**src/inc/dte_disc_consts.svh**
```systemverilog
`ifndef DTE_DISC_CONSTS_SVH
`define DTE_DISC_CONSTS_SVH
// register map
`define REG_DISC_CS 5'h1B
`define BIT_DISC_EN 6
`define BIT_POWER_FOUND 4
`define BIT_PLAIN_SEEN 3
`define BIT_INHIBIT_LAPSED 2
// page layout
`define PG_NP 15
`define PG_ACK 14
`define PG_MP 13
`define PG_TOG 11
`define MSG_CODE_OUI 11'h005
`define NUM_PAGES 5
// generator
`define LFSR_W 11
`endif

```
**src/inc/dte_disc_pkg.sv**
```systemverilog
package dte_disc_pkg;
  typedef enum logic [1:0] {act_none, act_nlp, act_mlt3, act_flp} line_act_e;
  // received page from the base negotiation engine
  typedef struct packed {
    logic valid;
    logic [15:0] word;
  } page_s;
  // events from the base negotiation engine
  typedef struct packed {
    logic an_restart;
    logic link_up;
    logic an_complete;
    logic par_detect;
    logic inhibit_expired;
  } an_evt_s;
  // management register access strobes
  typedef struct packed {
    logic wr;
    logic rd;
    logic [4:0] addr;
    logic [15:0] wdata;
  } mgmt_s;
endpackage

```
**src/logic/dte_discovery.sv**
```systemverilog
// How it works
// discovery only with both enables set
// base page advertises next page ability
// classify line activity, check partner ability
// partner next page: send message five sequence
// message page fixed layout, code five
// user pages one, two carry identifier bits
// user pages three, four carry random bits
// generator seeded from port address
// pages fixed, transmit register ignored
// echo matching in bits 10:0 and MP on every page sets power found flag
// resend final page until restart
// power found clears on restart, disable
// interrupted discovery leaves power flag zero
// enable bit sticky until software clears
// link already up: wait for drop
// plain partner flag on non matching activity
// plain partner flag clear conditions
// inhibit lapsed flag, same clears
// on inhibit expiry restart chosen mode
// per port bits over management interface
// software polls, powers, then restarts
// software times out cable power
// software watches link, removes power
// eleven bit lfsr, nonzero address seed
`timescale 1ns/100ps
`include "dte_disc_consts.svh"
`default_nettype none
module dte_discovery
#(
  parameter int LFSR_W = `LFSR_W
)
(
  // clock and reset
  input wire logic sys_clk,
  input wire logic rstn,
  // static configuration
  input wire logic [4:0] port_addr,
  input wire logic [15:0] phy_id2,
  input wire logic [15:0] phy_id3,
  input wire logic an_enable,
  // negotiation engine side
  input wire dte_disc_pkg::line_act_e line_act,
  input wire logic partner_np_able,
  input wire dte_disc_pkg::page_s rx_page,
  input wire logic tx_page_taken,
  input wire dte_disc_pkg::an_evt_s an_evt,
  // management access
  input wire dte_disc_pkg::mgmt_s mgmt,
  output logic [15:0] mgmt_rdata,
  // toward the negotiation engine
  output logic adv_np_able,
  output logic [15:0] tx_page,
  output logic tx_page_valid,
  output logic restart_with_disc,
  output logic restart_plain_an,
  output logic restart_forced
);
  import dte_disc_pkg::*;

  // discovery engine states
  typedef enum logic [2:0] {st_idle, st_wait_down, st_listen, st_send,
                            st_check, st_found, st_done} disc_e;

  // page word builder, shared by transmit and compare
  function automatic logic [15:0] build_page(input logic [2:0] idx,
    input logic [15:0] id2, input logic [15:0] id3,
    input logic [LFSR_W-1:0] rnd);
    logic [10:0] body;
    logic [15:0] w;
    body = 11'h000;
    case (idx)
      3'd0: body = `MSG_CODE_OUI;
      3'd1: body = {id3[10], id3[11], id3[12], id3[13], id3[14], id3[15],
                    id2[0], id2[1], id2[2], id2[3], id2[4]};
      3'd2: body = {id2[5], id2[6], id2[7], id2[8], id2[9], id2[10],
                    id2[11], id2[12], id2[13], id2[14], id2[15]};
      3'd3: body = {2'b00, rnd[8:0]};
      3'd4: body = rnd[10:0];
      default: body = 11'h000;
    endcase
    w = {5'h00, body};
    w[`PG_NP] = 1'b1;
    w[`PG_MP] = (idx == 3'd0);
    return w;
  endfunction

  disc_e st_r, st_nxt;
  logic [LFSR_W-1:0] lfsr_r, lfsr_nxt, snap_r, snap_nxt;
  logic [2:0] idx_r, idx_nxt;
  logic tog_r, tog_nxt;
  logic en_r, en_nxt, pwr_r, pwr_nxt, plain_r, plain_nxt;
  logic lapsed_r, lapsed_nxt;
  logic [15:0] rdata_r, rdata_nxt, txp_r, txp_nxt;
  logic txv_r, txv_nxt, adv_r, adv_nxt;
  logic rs_disc_r, rs_disc_nxt, rs_an_r, rs_an_nxt, rs_f_r, rs_f_nxt;
  logic active, reg_hit, rd_hit, flag_clr;
  logic [15:0] expect_w;

  assign active = en_r && an_enable;
  assign reg_hit = (mgmt.addr == `REG_DISC_CS);
  assign rd_hit = mgmt.rd && reg_hit;
  // common clear of the two sticky flags
  assign flag_clr = !en_r || an_evt.link_up || an_evt.an_restart
                    || !an_enable;
  assign expect_w = build_page(idx_r, phy_id2, phy_id3, snap_r);

  // next state of discovery engine and status
  always_comb
  begin
    st_nxt = st_r;
    idx_nxt = idx_r;
    tog_nxt = tog_r;
    snap_nxt = snap_r;
    en_nxt = en_r;
    pwr_nxt = pwr_r;
    plain_nxt = plain_r;
    lapsed_nxt = lapsed_r;
    txp_nxt = txp_r;
    txv_nxt = txv_r;
    rs_disc_nxt = 1'b0;
    rs_an_nxt = 1'b0;
    rs_f_nxt = 1'b0;
    if (mgmt.wr && reg_hit)
      en_nxt = mgmt.wdata[`BIT_DISC_EN];
    adv_nxt = active;
    // sticky flags: clear first, events below win
    if (rd_hit || flag_clr)
    begin
      plain_nxt = 1'b0;
      lapsed_nxt = 1'b0;
    end
    if (an_evt.an_restart || !an_enable)
      pwr_nxt = 1'b0;
    case (st_r)
      st_idle:
        if (active)
          st_nxt = an_evt.link_up ? st_wait_down : st_listen;
      st_wait_down:
        if (!active)
          st_nxt = st_idle;
        else if (!an_evt.link_up)
          st_nxt = st_listen;
      st_listen:
        if (!active)
          st_nxt = st_idle;
        else if (an_evt.an_complete || an_evt.par_detect)
          st_nxt = st_done;
        else if (line_act == act_nlp || line_act == act_mlt3 ||
                 (line_act == act_flp && !partner_np_able))
        begin
          plain_nxt = 1'b1;
          st_nxt = st_done;
        end
        else if (line_act == act_flp && partner_np_able)
        begin
          snap_nxt = lfsr_r;
          idx_nxt = 3'd0;
          tog_nxt = 1'b0;
          st_nxt = st_send;
        end
      st_send:
      begin
        // fixed pages; transmit register never consulted
        txp_nxt = build_page(idx_r, phy_id2, phy_id3, snap_r);
        txp_nxt[`PG_TOG] = tog_r;
        txp_nxt[`PG_ACK] = 1'b1;
        txv_nxt = 1'b1;
        st_nxt = st_check;
      end
      st_check:
        if (!active || an_evt.an_complete || an_evt.par_detect)
        begin
          txv_nxt = 1'b0;
          st_nxt = active ? st_done : st_idle;
        end
        else if (rx_page.valid)
        begin
          if (rx_page.word[10:0] != expect_w[10:0] ||
              rx_page.word[`PG_MP] != expect_w[`PG_MP])
          begin
            plain_nxt = 1'b1;
            txv_nxt = 1'b0;
            st_nxt = st_done;
          end
          else if (idx_r == 3'(`NUM_PAGES - 1))
          begin
            pwr_nxt = 1'b1;
            st_nxt = st_found;
          end
          else if (tx_page_taken || 1'b1)
          begin
            idx_nxt = idx_r + 3'd1;
            tog_nxt = !tog_r;
            st_nxt = st_send;
          end
        end
      st_found:
        // last page stays on the line
        if (an_evt.an_restart || !an_enable)
        begin
          txv_nxt = 1'b0;
          st_nxt = st_idle;
        end
      st_done:
        if (an_evt.an_restart || !active)
          st_nxt = st_idle;
        else if (an_evt.inhibit_expired && !an_evt.link_up)
        begin
          lapsed_nxt = 1'b1;
          st_nxt = st_idle;
        end
        else if (an_evt.link_up)
          st_nxt = st_wait_down;
      default:
        st_nxt = st_idle;
    endcase
    // restart choice on inhibit expiry
    if (an_evt.inhibit_expired && !an_evt.link_up && st_r != st_found)
    begin
      rs_disc_nxt = active;
      rs_an_nxt = an_enable && !en_r;
      rs_f_nxt = !an_enable;
    end
    // read data only in the cycle after a read of this register
    rdata_nxt = 16'h0000;
    if (rd_hit)
    begin
      rdata_nxt[`BIT_DISC_EN] = en_r;
      rdata_nxt[`BIT_POWER_FOUND] = pwr_r;
      rdata_nxt[`BIT_PLAIN_SEEN] = plain_r;
      rdata_nxt[`BIT_INHIBIT_LAPSED] = lapsed_r;
    end
  end

  // generator: taps x^11+x^9+1, nonzero seed loaded when empty
  always_comb
  begin
    if (lfsr_r == '0)
      lfsr_nxt = {{(LFSR_W-5){1'b0}}, port_addr | 5'h01};
    else
      lfsr_nxt = {lfsr_r[LFSR_W-2:0], lfsr_r[10] ^ lfsr_r[8]};
  end

  // generator register, free running every cycle
  always_ff @(posedge sys_clk or negedge rstn)
  begin
    if (!rstn)
      lfsr_r <= '0;
    else
      lfsr_r <= lfsr_nxt;
  end

  // register all state except the generator
  always_ff @(posedge sys_clk or negedge rstn)
  begin
    if (!rstn)
    begin
      st_r <= st_idle;
      snap_r <= '0;
      idx_r <= 3'd0;
      tog_r <= 1'b0;
      en_r <= 1'b0;
      pwr_r <= 1'b0;
      plain_r <= 1'b0;
      lapsed_r <= 1'b0;
      rdata_r <= 16'h0000;
      txp_r <= 16'h0000;
      txv_r <= 1'b0;
      adv_r <= 1'b0;
      rs_disc_r <= 1'b0;
      rs_an_r <= 1'b0;
      rs_f_r <= 1'b0;
    end
    else
    begin
      st_r <= st_nxt;
      snap_r <= snap_nxt;
      idx_r <= idx_nxt;
      tog_r <= tog_nxt;
      en_r <= en_nxt;
      pwr_r <= pwr_nxt;
      plain_r <= plain_nxt;
      lapsed_r <= lapsed_nxt;
      rdata_r <= rdata_nxt;
      txp_r <= txp_nxt;
      txv_r <= txv_nxt;
      adv_r <= adv_nxt;
      rs_disc_r <= rs_disc_nxt;
      rs_an_r <= rs_an_nxt;
      rs_f_r <= rs_f_nxt;
    end
  end

  // outputs straight from flip-flops
  assign mgmt_rdata = rdata_r;
  assign adv_np_able = adv_r;
  assign tx_page = txp_r;
  assign tx_page_valid = txv_r;
  assign restart_with_disc = rs_disc_r;
  assign restart_plain_an = rs_an_r;
  assign restart_forced = rs_f_r;
endmodule // dte_discovery
`default_nettype wire

```
**config.mk**
```make
export PLATFORM = sky130hd
export DESIGN_NAME = dte_discovery
export DESIGN_NICKNAME = d
export VERILOG_FILES = /design/src/inc/dte_disc_pkg.sv /design/src/logic/dte_discovery.sv
export VERILOG_INCLUDE_DIRS = /design/src /design/src/inc
export SDC_FILE = /design/constraint.sdc
export NUM_CORES = 1
export LEC_CHECK = 0
export BUFFER_PORTS_ARGS = -buffer_cell sky130_fd_sc_hd__buf_2
export CAP_MARGIN = 20
export CORE_ASPECT_RATIO = 0.6
export CORE_MARGIN = 2
export CORE_UTILIZATION = 30
export DETAILED_ROUTE_END_ITERATION = 12
export HOLD_SLACK_MARGIN = 0.12
export PLACE_DENSITY = 0.65
export SLEW_MARGIN = 20
export SYNTH_ARGS = -nofsm -noshare
export SYNTH_HDL_FRONTEND = slang
export SYNTH_SLANG_ARGS = --single-unit
```
**constraint.sdc**
```tcl
create_clock -name sys_clk -period 3.2 [get_ports sys_clk]
set_input_delay 0.32 -clock sys_clk [delete_from_list [all_inputs] [get_ports sys_clk]]
set_output_delay 0.32 -clock sys_clk [all_outputs]
set_load 0.02 [all_outputs]
```
==> impl_metrics.yaml, run 1 <==
setup_path:
  worstSetupEndpointType: "flip-flop"
  reg2reg_depth: 9
  slowest_stage: "ha_1"
  r2r_end: "idx_r[1]$_DFFE_PN0P_"
  arrival_ns: 3.21
  worst-r2r-setup-slack_ns: 0.17
  critical_path_class: "reg2reg"
  required_ns: 3.38
  r2r-start: "idx_r[0]$_DFFE_PN0P_"
  crit_start: "idx_r[0]$_DFFE_PN0P_"
  cp_cell_sequence: "inv_1 > ha_1 > a22oi_1 > o32ai_1 > o22ai_1 > nor4_2 > and3_1 > a311oi_1 > a211o_1"
  critPathLaunchType: "flip-flop"
  cp_max_fo: 11
  cp_slowest_stage_delay_ns: 0.48
cts:
  clk_latency_ns: 0.30
  post_cts_resized: 0
  clkTransAtPathRegs_ns: 0.07
  clock_path_buffers: 2
  clockRootBuffer: "clkbuf_16"
  cts_sinks: 56
  post_cts_buffers: 0
  cts_buffers: 5
  hold_buffers: 0
  h-tree-depth: 2
  cts_tree: "built"
global_routing:
  antenna_found_initial: 1
  overflow: 0
  grt_max_degree: 39
  grt_pass1_wl_um: 14300
  grt_pass1_vias: 2804
  track_usage_pct: 15.3
power_and_ir_drop:
  power.internal_mw: 1.77
  sw_frac_of_total_pct: 42.8
  pwr_density_cell_nw_per_um2: 807
  p_leak_nw: 1.87
  ir_worst_vdd_mv: 0.366
  pwr-share-seq_pct: 35.6
  comb_power_share_pct: 46.9
  power.switching_mw: 1.32
  pwr-share-clk_pct: 17.4
drt:
  ant_nets: 0
  wire_per_inst_um: 15.8
  drt-initial-drc-count: 199
  via_per_inst: 5.18
  vias: 2913
  first_pass_iters: 5
  drc: 0
  wl_um: 8870
logic_synthesis:
  mappedNetlistArea_um2: 3250
  yosysMostFrequentCell: "dfrtp_1"
  synth_seq_cells: 56
  synth.distinct_cells: 56
  synth_top_area_share_pct: 43.1
  synth-edff-count: 0
  yosysTopAreaCell: "dfrtp_1"
  ys_top_cells_by_area: "dfrtp_1 (43%), nand2_1 (5.0%), buf_4 (4.4%), o21ai_0 (3.5%), inv_1 (2.8%)"
  yosysSeqAreaShare_pct: 43.1
  postSynthCellCount: 354
  synth_flop_cell: "dfrtp_1"
  synth-async-reset-ratio_pct: 100
  syn_avg_cell_area_um2: 9.18
  yosys_warnings: 0
  synth_common_cells: "dfrtp_1 (56), nand2_1 (43), inv_1 (24)"
sta:
  fin_tns_setup_ns: 0
  final-setup-viol-count: 0
  rsz0062_at_grt: "false"
  clock-skew-final_ns: 0.00776
  max_freq_mhz: 329
  max_slew_margin_pct: 43.0
  hold_viol_final: 0
  fin_crit_sh_pct: 94.8
  worst_pin_slew_ns: 0.855
  period_needed_ns: 3.03
  maxSlewViolCount: 0
placed_design:
  gp_congestion: 0.866
  dp_hpwl_um: 6860
  portBuffers: 81
cells_and_area:
  utilization_pct: 36.3
  synthToLayoutAreaGrowth_pct: 17.8
  finalNetCount: 519
  n_antenna_cell: 0
  drive_gt1_share_pct: 27.0
floorplanning:
  die_h_um: 84.6
  io_pins: 126
  core_um2: 10600
  initial_core_util_pct: 30.8
  die_w_um: 138
  row_count: 29
  dieArea_um2: 11700
worst_hold_path:
  min-delay-path-class: "in2async"
flow_run:
  drv_cap: 0
run_status:
  outcome: "complete, no violations"
sequential cells by signal, indices dropped and copies added (netlist names):
| name | count |
|---|---|
| tx_page | 14 |
| st_r | 3 |
| en_r | 1 |
| adv_np_able | 1 |
| restart_forced | 1 |
| tx_page_valid | 1 |
| plain_r | 1 |
| tog_r | 1 |
| lfsr_r | 11 |
| restart_plain_an | 1 |
| mgmt_rdata | 4 |
| idx_r | 3 |
| lapsed_r | 1 |
| restart_with_disc | 1 |
| pwr_r | 1 |
| snap_r | 11 |
worst max-delay path, delay by kind of cell, from the launching register on:
kind | cells | cell delay, ns
compound gates | 5 | 1.08
fa+ha+maj | 1 | 0.48
buf+inv | 1 | 0.14
flops | 1 | 0.44
simple gates | 2 | 0.79
layer usage:
layer  GRT usage (%)  wire, µm
met1            22.6      4410
met2            21.5      3530
met3            4.96       816
met4            4.27        94
met5               0        11
how the worst max path moves through the flow:
stage                      endpoint  cells after the start  slack, ns
3_3_place_gp   idx_r[1]$_DFFE_PN0P_                      9       0.34
6_report       idx_r[1]$_DFFE_PN0P_                      9       0.17
3_5_place_dp   idx_r[1]$_DFFE_PN0P_                      9       0.24
4_1_cts        idx_r[1]$_DFFE_PN0P_                      9       0.22
5_1_grt        idx_r[1]$_DFFE_PN0P_                      9       0.02
2_1_floorplan  idx_r[1]$_DFFE_PN0P_                     13       0.75
per-stage QoR:
step | power, mW | cell area (µm²) | std cells | hold WS, ns | worst slack, ns
final | 3.09 | 3830 | 562 | 0.120 | 0.165
after floorplan | 2.16 | 3290 | 366 | 0.0244 | 0.745
after CTS | 3.05 | 3800 | 560 | 0.168 | 0.223
after global routing | 3.30 | 3830 | 562 | 0.187 | 0.0153
after detailed placement | 2.50 | 3660 | 553 | 0.404 | 0.235
after global placement | 2.45 | 3660 | 553 | 0.393 | 0.340
final cells by class:
type / instances / area (µm²)
clock buffers: 6 / 129
clock inverters: 1 / 8.76
fillers: 1100 / 6730
inverters: 24 / 90.1
multi-input cells: 247 / 1550
flip-flops and latches: 56 / 1400
well taps: 139 / 174
repair buffers: 89 / 478
power by group through the flow:
stage	Combinational (mW)	Clock, mW	Sequential [mW]
2_1_floorplan	1.02	0	1.14
3_3_place_gp	1.34	0	1.10
3_5_place_dp	1.39	0	1.12
4_1_cts	1.39	0.552	1.10
5_1_grt	1.59	0.577	1.13
6_report	1.45	0.539	1.10
cell usage in the layout (no fill, tap or decap), types with 3 or more instances in the layout:
master     netlist  final
nor3_1           5      5
a21o_1           6      6
nand4_1          3      3
a31oi_1          4      4
ha_1             7      7
a211o_1          4      4
o22ai_1          3      3
conb_1           1     13
o21ai_0         23     23
a22oi_1          9      9
nor4_1           4      4
nor2b_1          5      5
inv_1           24     24
buf_4           19      7
nand3_1          7      7
mux2_2           8      8
nand2_1         43     43
buf_2            0     81
a21oi_1         14     14
clkbuf_16        0      5
nor2_1          23     23
and3_1           7      7
xnor2_1          3      3
o32ai_1          7      7
nand2b_1         6      6
dfrtp_1         56     56
o221a_2          6      6
cells by family (layout without fill, tap and decap cells):
logic type | after synthesis | in the layout | synth area share (%)
buffers and inverters | 63 | 120 | 10.6
adder cells (fa/ha/maj) | 7 | 7 | 2.70
multiplexers | 8 | 8 | 2.77
AO/OA/AOI/OAI | 99 | 99 | 22.0
other | 1 | 13 | 0.115
flip-flops | 56 | 56 | 43.1
XOR/XNOR | 5 | 5 | 1.35
AND/OR/NAND/NOR | 115 | 115 | 17.3
Note: power is estimated with default switching activity, not from simulation.
==> run 2: changes to the inputs <==
PLACE_DENSITY = not set   (was 0.65)
PLACE_DENSITY_LB_ADDON = 0.1   (was not set)
SLEW_MARGIN = not set   (was 20)
==> run 2 against run 1 <==
Against the previous run: first-iteration DRC count rose by 55%; die area unchanged; hold slack better by 0.035 ns; global-route usage up 0.50 points; via count shrank 6.1%.
==> impl_metrics.yaml, run 2 (synthesized netlist as in run 1, its figures left out) <==
sta:
  fin_crit_sh_pct: 91.0
  final-setup-viol-count: 0
  clock-skew-final_ns: 0.00957
  max_freq_mhz: 344
  fin_tns_setup_ns: 0
  maxSlewViolCount: 0
  worst_pin_slew_ns: 0.771
  hold_viol_final: 0
  max_slew_margin_pct: 47.9
  period_needed_ns: 2.91
  rsz0062_at_grt: "false"
global_routing:
  grt_pass1_vias: 2559
  track_usage_pct: 15.8
  grt_max_degree: 57
  overflow: 0
  antenna_found_initial: 0
  grt_pass1_wl_um: 14400
cts:
  hold_buffers: 0
  cts_sinks: 56
  cts_buffers: 5
  clock_path_buffers: 2
  clockRootBuffer: "clkbuf_16"
  post_cts_resized: 0
  post_cts_buffers: 0
  clkTransAtPathRegs_ns: 0.08
  clk_latency_ns: 0.30
  h-tree-depth: 2
  cts_tree: "built"
cells_and_area:
  utilization_pct: 36.2
  nFillCells: 1144
  synthToLayoutAreaGrowth_pct: 17.8
  post_layout_nonfiller_instances: 563
  mostFrequentLayoutCell: "buf_2"
  final_cell_mix: "buf_2 (81), dfrtp_1 (56), nand2_1 (43)"
  finalNetCount: 519
  n_antenna_cell: 0
  largest_reg_flops: 14
  final_area_um2: 3830
  drive_gt1_share_pct: 27.6
setup_path:
  required_ns: 3.38
  cp_cell_sequence: "inv_1 > ha_1 > a22oi_1 > o32ai_1 > o22ai_1 > nor4_2 > and3_1 > a311oi_1 > a211o_1"
  worstSetupEndpointType: "flip-flop"
  cp_slowest_stage_delay_ns: 0.47
  arrival_ns: 3.09
  critPathLaunchType: "flip-flop"
  slowest_stage: "ha_1"
  critical_path_class: "reg2reg"
  cp_max_fo: 11
drt:
  drc: 0
  via_per_inst: 4.86
  wl_um: 9020
  wire_per_inst_um: 16.0
  drt-initial-drc-count: 309
  vias: 2735
  first_pass_iters: 4
  ant_nets: 0
floorplanning:
  initial_core_util_pct: 30.8
  die_w_um: 138
  die_h_um: 84.6
  io_pins: 126
  row_count: 29
  core_um2: 10600
  dieArea_um2: 11700
placed_design:
  portBuffers: 81
  place_area_um2: 3680
  gp_congestion: 0.828
  dp_hpwl_um: 7000
  place_inst: 555
worst_hold_path:
  min-delay-path-class: "in2async"
power_and_ir_drop:
  p_total_mw: 3.07
  p_leak_nw: 1.87
  pwr_density_cell_nw_per_um2: 801
  ir_worst_vdd_mv: 0.277
flow_run:
  drv_cap: 0
run_status:
  outcome: "complete, no violations"
==> run 2: stage by stage <==
stage | worst slack, ns | hold slack (ns)
final | 0.289 | 0.155
after global routing | 0.0382 | 0.214
after CTS | 0.185 | 0.207
after detailed placement | 0.208 | 0.395
after global placement | 0.267 | 0.391
after floorplan | 0.745 | 0.0244
==> run 2: layout make-up <==
class                   instances  area [µm²]  area share, %
multi-input cells             247        1550           40.5
well taps                     139         174           4.54
clock buffers                   5         125           3.27
inverters                      24        90.1           2.35
clock inverters                 3        21.3          0.556
repair buffers                 89         465           12.2
flip-flops and latches         56        1400           36.6
==> run 2: per-layer routing <==
metal / wire length (µm) / vias to the layer above / GRT usage (%)
li1: - / 1378 / -
met1: 5140 / 1283 / 26.5
met2: 3330 / 70 / 20.1
met3: 506 / 4 / 3.59
met4: 45 / 0 / 2.78
met5: 0 / - / 0
==> run 2: path summary, 6_finish.rpt <==
| path | from | slack [ns] | cells after the start | endpoint |
|---|---|---|---|---|
| setup / recovery | idx_r[1]$_DFFE_PN0P_ | 0.29 | 9 | idx_r[1]$_DFFE_PN0P_ |
| hold / removal | rstn | 0.15 | 2 | lfsr_r[5]$_DFF_PN0_ |
| setup reg to reg | idx_r[1]$_DFFE_PN0P_ | 0.29 | 9 | idx_r[1]$_DFFE_PN0P_ |
| hold reg to reg | lfsr_r[9]$_DFF_PN0_ | 0.40 | 0 | lfsr_r[10]$_DFF_PN0_ |
| max in group asynchronous | rstn | 2.55 | 2 | tx_page[5]$_DFFE_PN0P_ |
| min in group sys_clk | port_addr[1] | 0.22 | 2 | lfsr_r[1]$_DFF_PN0_ |
==> run 2: critical path: cells and delay by family (launching register included) <==
family	cells	cell delay (ns)
AOI/OAI and AO/OA	5	1.05
DFF	1	0.42
buffers and inverters	1	0.11
and+or+nand+nor	2	0.75
adders and majority gates	1	0.47
==> run 2: where the power goes <==
part | total, mW | leakage (nW) | internal [mW] | switching (mW)
combinational | 1.43 | 1.11 | 0.547 | 0.883
clock | 0.561 | 0.0702 | 0.292 | 0.268
sequential | 1.07 | 0.685 | 0.903 | 0.172
total | 3.07 | 1.87 | 1.74 | 1.32
==> run 3: changes to the inputs <==
ABC_AREA = 1   (was not set)
==> run 3 against run 2 <==
Against the previous run: cell area shrank 0.92%; synthesized area is 2.6% lower; non-clock buffer count down 4; utilization up 1.5 points; hold slack gained 0.055 ns; critical path depth rose by 9; critical path type unchanged; critical endpoint is now st_r[1]$_DFFE_PN0P_.
==> impl_metrics.yaml, run 3 <==
logic_synthesis:
  syn_avg_cell_area_um2: 7.50
  synth-edff-count: 0
  yosysMostFrequentCell: "nand2_1"
  ys_top_cells_by_area: "dfrtp_1 (44%), nand2_1 (15%), inv_1 (6.6%), nand3_1 (4.7%), o21ai_0 (3.8%)"
  yosysTopAreaCell: "dfrtp_1"
  mappedNetlistArea_um2: 3160
  yosys_warnings: 0
  synth_common_cells: "nand2_1 (129), dfrtp_1 (56), inv_1 (56)"
  synth-async-reset-ratio_pct: 100
  postSynthCellCount: 422
  synth_seq_cells: 56
  synth_flop_cell: "dfrtp_1"
  yosysSeqAreaShare_pct: 44.3
  synth.distinct_cells: 35
  synth_top_area_share_pct: 44.3
sta:
  max_slew_margin_pct: 55.0
  maxSlewViolCount: 0
  final-setup-viol-count: 0
  period_needed_ns: 2.56
  fin_tns_setup_ns: 0
  fin_ws_ns: 0.643
  fin_crit_sh_pct: 79.9
  worst_pin_slew_ns: 0.674
  clock-skew-final_ns: 0.00821
  hold_viol_final: 0
  holdWs_ns: 0.210
  max_freq_mhz: 391
  rsz0062_at_grt: "false"
floorplanning:
  row_count: 28
  die_h_um: 83.6
  dieArea_um2: 11400
  initial_core_util_pct: 31.5
  die_w_um: 137
  core_um2: 10100
  io_pins: 126
flow_run:
  drv_cap: 0
global_routing:
  busiest_layer: "met1"
  track_usage_pct: 15.4
  gr-usage-met1_pct: 25.0
  grt_use_met3_pct: 3.46
  overflow: 0
  antenna_found_initial: 0
  grt_max_degree: 30
  grt_pass1_vias: 2483
  met2_usage_pct: 19.8
  grt_pass1_wl_um: 13300
setup_path:
  r2r_end: "st_r[1]$_DFFE_PN0P_"
  slowest_stage: "dfrtp_1"
  cp.buffers_inverters: 2
  cp_cell_sequence: "inv_4 > ha_1 > inv_1 > nand2_2 > nand2_1 > nand3_1 > nand2_1 > nand2_1 > nor2_1 > nand2_1 > nor2_2 > nand2_2 > nand2_2 > nand3_1 > nand2_1 > nand2_1 > nand2_1 > nand2_1"
  critical_path_class: "reg2reg"
  required_ns: 3.39
  cp_max_fo: 16
  worstSetupEndpointType: "flip-flop"
  worst-r2r-setup-slack_ns: 0.64
  crit_start: "idx_r[2]$_DFFE_PN0P_"
  reg2reg_depth: 18
  crit_family: "simple AND/OR/NAND/NOR gates"
  cp-endpoint: "st_r[1]$_DFFE_PN0P_"
  cp.depth: 18
  cp_slowest_stage_delay_ns: 0.58
  r2r-start: "idx_r[2]$_DFFE_PN0P_"
  critPathLaunchType: "flip-flop"
  arrival_ns: 2.75
  critPathMostFrequentCell: "nand2_1"
worst_hold_path:
  whs_path_depth: 2
  min-delay-path-class: "in2reg"
drt:
  via_per_inst: 4.41
  drt-initial-drc-count: 185
  drc: 0
  wl_um: 8530
  ant_nets: 0
  first_pass_iters: 5
  wire_per_inst_um: 13.4
  vias: 2798
cells_and_area:
  mostFrequentLayoutCell: "nand2_1"
  final_cell_mix: "nand2_1 (129), buf_2 (81), inv_1 (56), dfrtp_1 (56), nor2_1 (31)"
  synthToLayoutAreaGrowth_pct: 19.8
  n_antenna_cell: 0
  largest_reg_flops: 14
  finalNetCount: 595
  drive_gt1_share_pct: 22.6
  post_layout_nonfiller_instances: 635
cts:
  cts_sinks: 56
  h-tree-depth: 2
  clockRootBuffer: "clkbuf_16"
  clkTransAtPathRegs_ns: 0.08
  clk_latency_ns: 0.30
  post_cts_resized: 0
  cts_buffers: 5
  cts_tree: "built"
  clock_path_buffers: 2
placed_design:
  portBuffers: 81
  gp_congestion: 0.810
  dp_slack_ns: 0.663
  place_inst: 626
  dp_hpwl_um: 6690
power_and_ir_drop:
  p_total_mw: 2.41
  pwr_density_cell_nw_per_um2: 635
  ir_worst_vdd_mv: 0.270
  p_leak_nw: 2.05
run_status:
  outcome: "complete, no violations"
run 3: logic make-up (layout without fill, tap and decap cells):
| logic type | count (synthesis) | in the layout | synth area share (%) |
|---|---|---|---|
| and+or+nand+nor | 223 | 223 | 31.0 |
| buffers and inverters | 85 | 151 | 12.4 |
| DFF | 56 | 56 | 44.3 |
| AOI/OAI and AO/OA | 47 | 47 | 8.50 |
| adders and majority gates | 7 | 7 | 2.77 |
| muxes | 2 | 2 | 0.712 |
| other | 1 | 13 | 0.119 |
| xor gates and xnor gates | 1 | 1 | 0.277 |
run 3: area by class of cell:
cell class | count | area [µm²]
fill | 1082 | 6260
multi-input combinational | 293 | 1420
sequential | 56 | 1400
timing repair buffer | 85 | 438
inverter | 58 | 220
tap | 135 | 169
clock buffer | 5 | 125
clock inverter | 3 | 22.5
run 3: how the worst min path moves through the flow:
stage                               end                start  slack [ns]
2_1_floorplan     adv_np_able$_DFF_PN0_                 rstn        0.02
3_3_place_gp        lfsr_r[5]$_DFF_PN0_  lfsr_r[4]$_DFF_PN0_        0.36
3_5_place_dp        lfsr_r[7]$_DFF_PN0_  lfsr_r[6]$_DFF_PN0_        0.36
4_1_cts        restart_forced$_DFF_PN0_            an_enable        0.20
5_1_grt        restart_forced$_DFF_PN0_            an_enable        0.21
6_report       restart_forced$_DFF_PN0_            an_enable        0.21
run 3: timing repair:
action | in CTS | in global routing
hold endpoints to repair | 27 | 0
buffers inserted | 0 | 0
hold buffers | 1 | 0
run 3: through the flow:
step / util (%) / area, µm²
after floorplan: - / 3210
after global placement: 36.1 / 3630
after detailed placement: 36.1 / 3630
after CTS: 37.7 / 3790
after global routing: 37.7 / 3790
final: 37.7 / 3790
run 3: report_power, final:
group	total, mW	internal (mW)	switching, mW
registers	0.918	0.832	0.0868
clock network	0.565	0.294	0.271
logic	0.924	0.307	0.617
total	2.41	1.43	0.975
run 3: layer usage:
| layer | up-vias | wire [µm] |
|---|---|---|
| met2 | 70 | 3240 |
| li1 | 1462 | - |
| met5 | - | 0 |
| met4 | 0 | 64 |
| met3 | 5 | 616 |
| met1 | 1261 | 4610 |
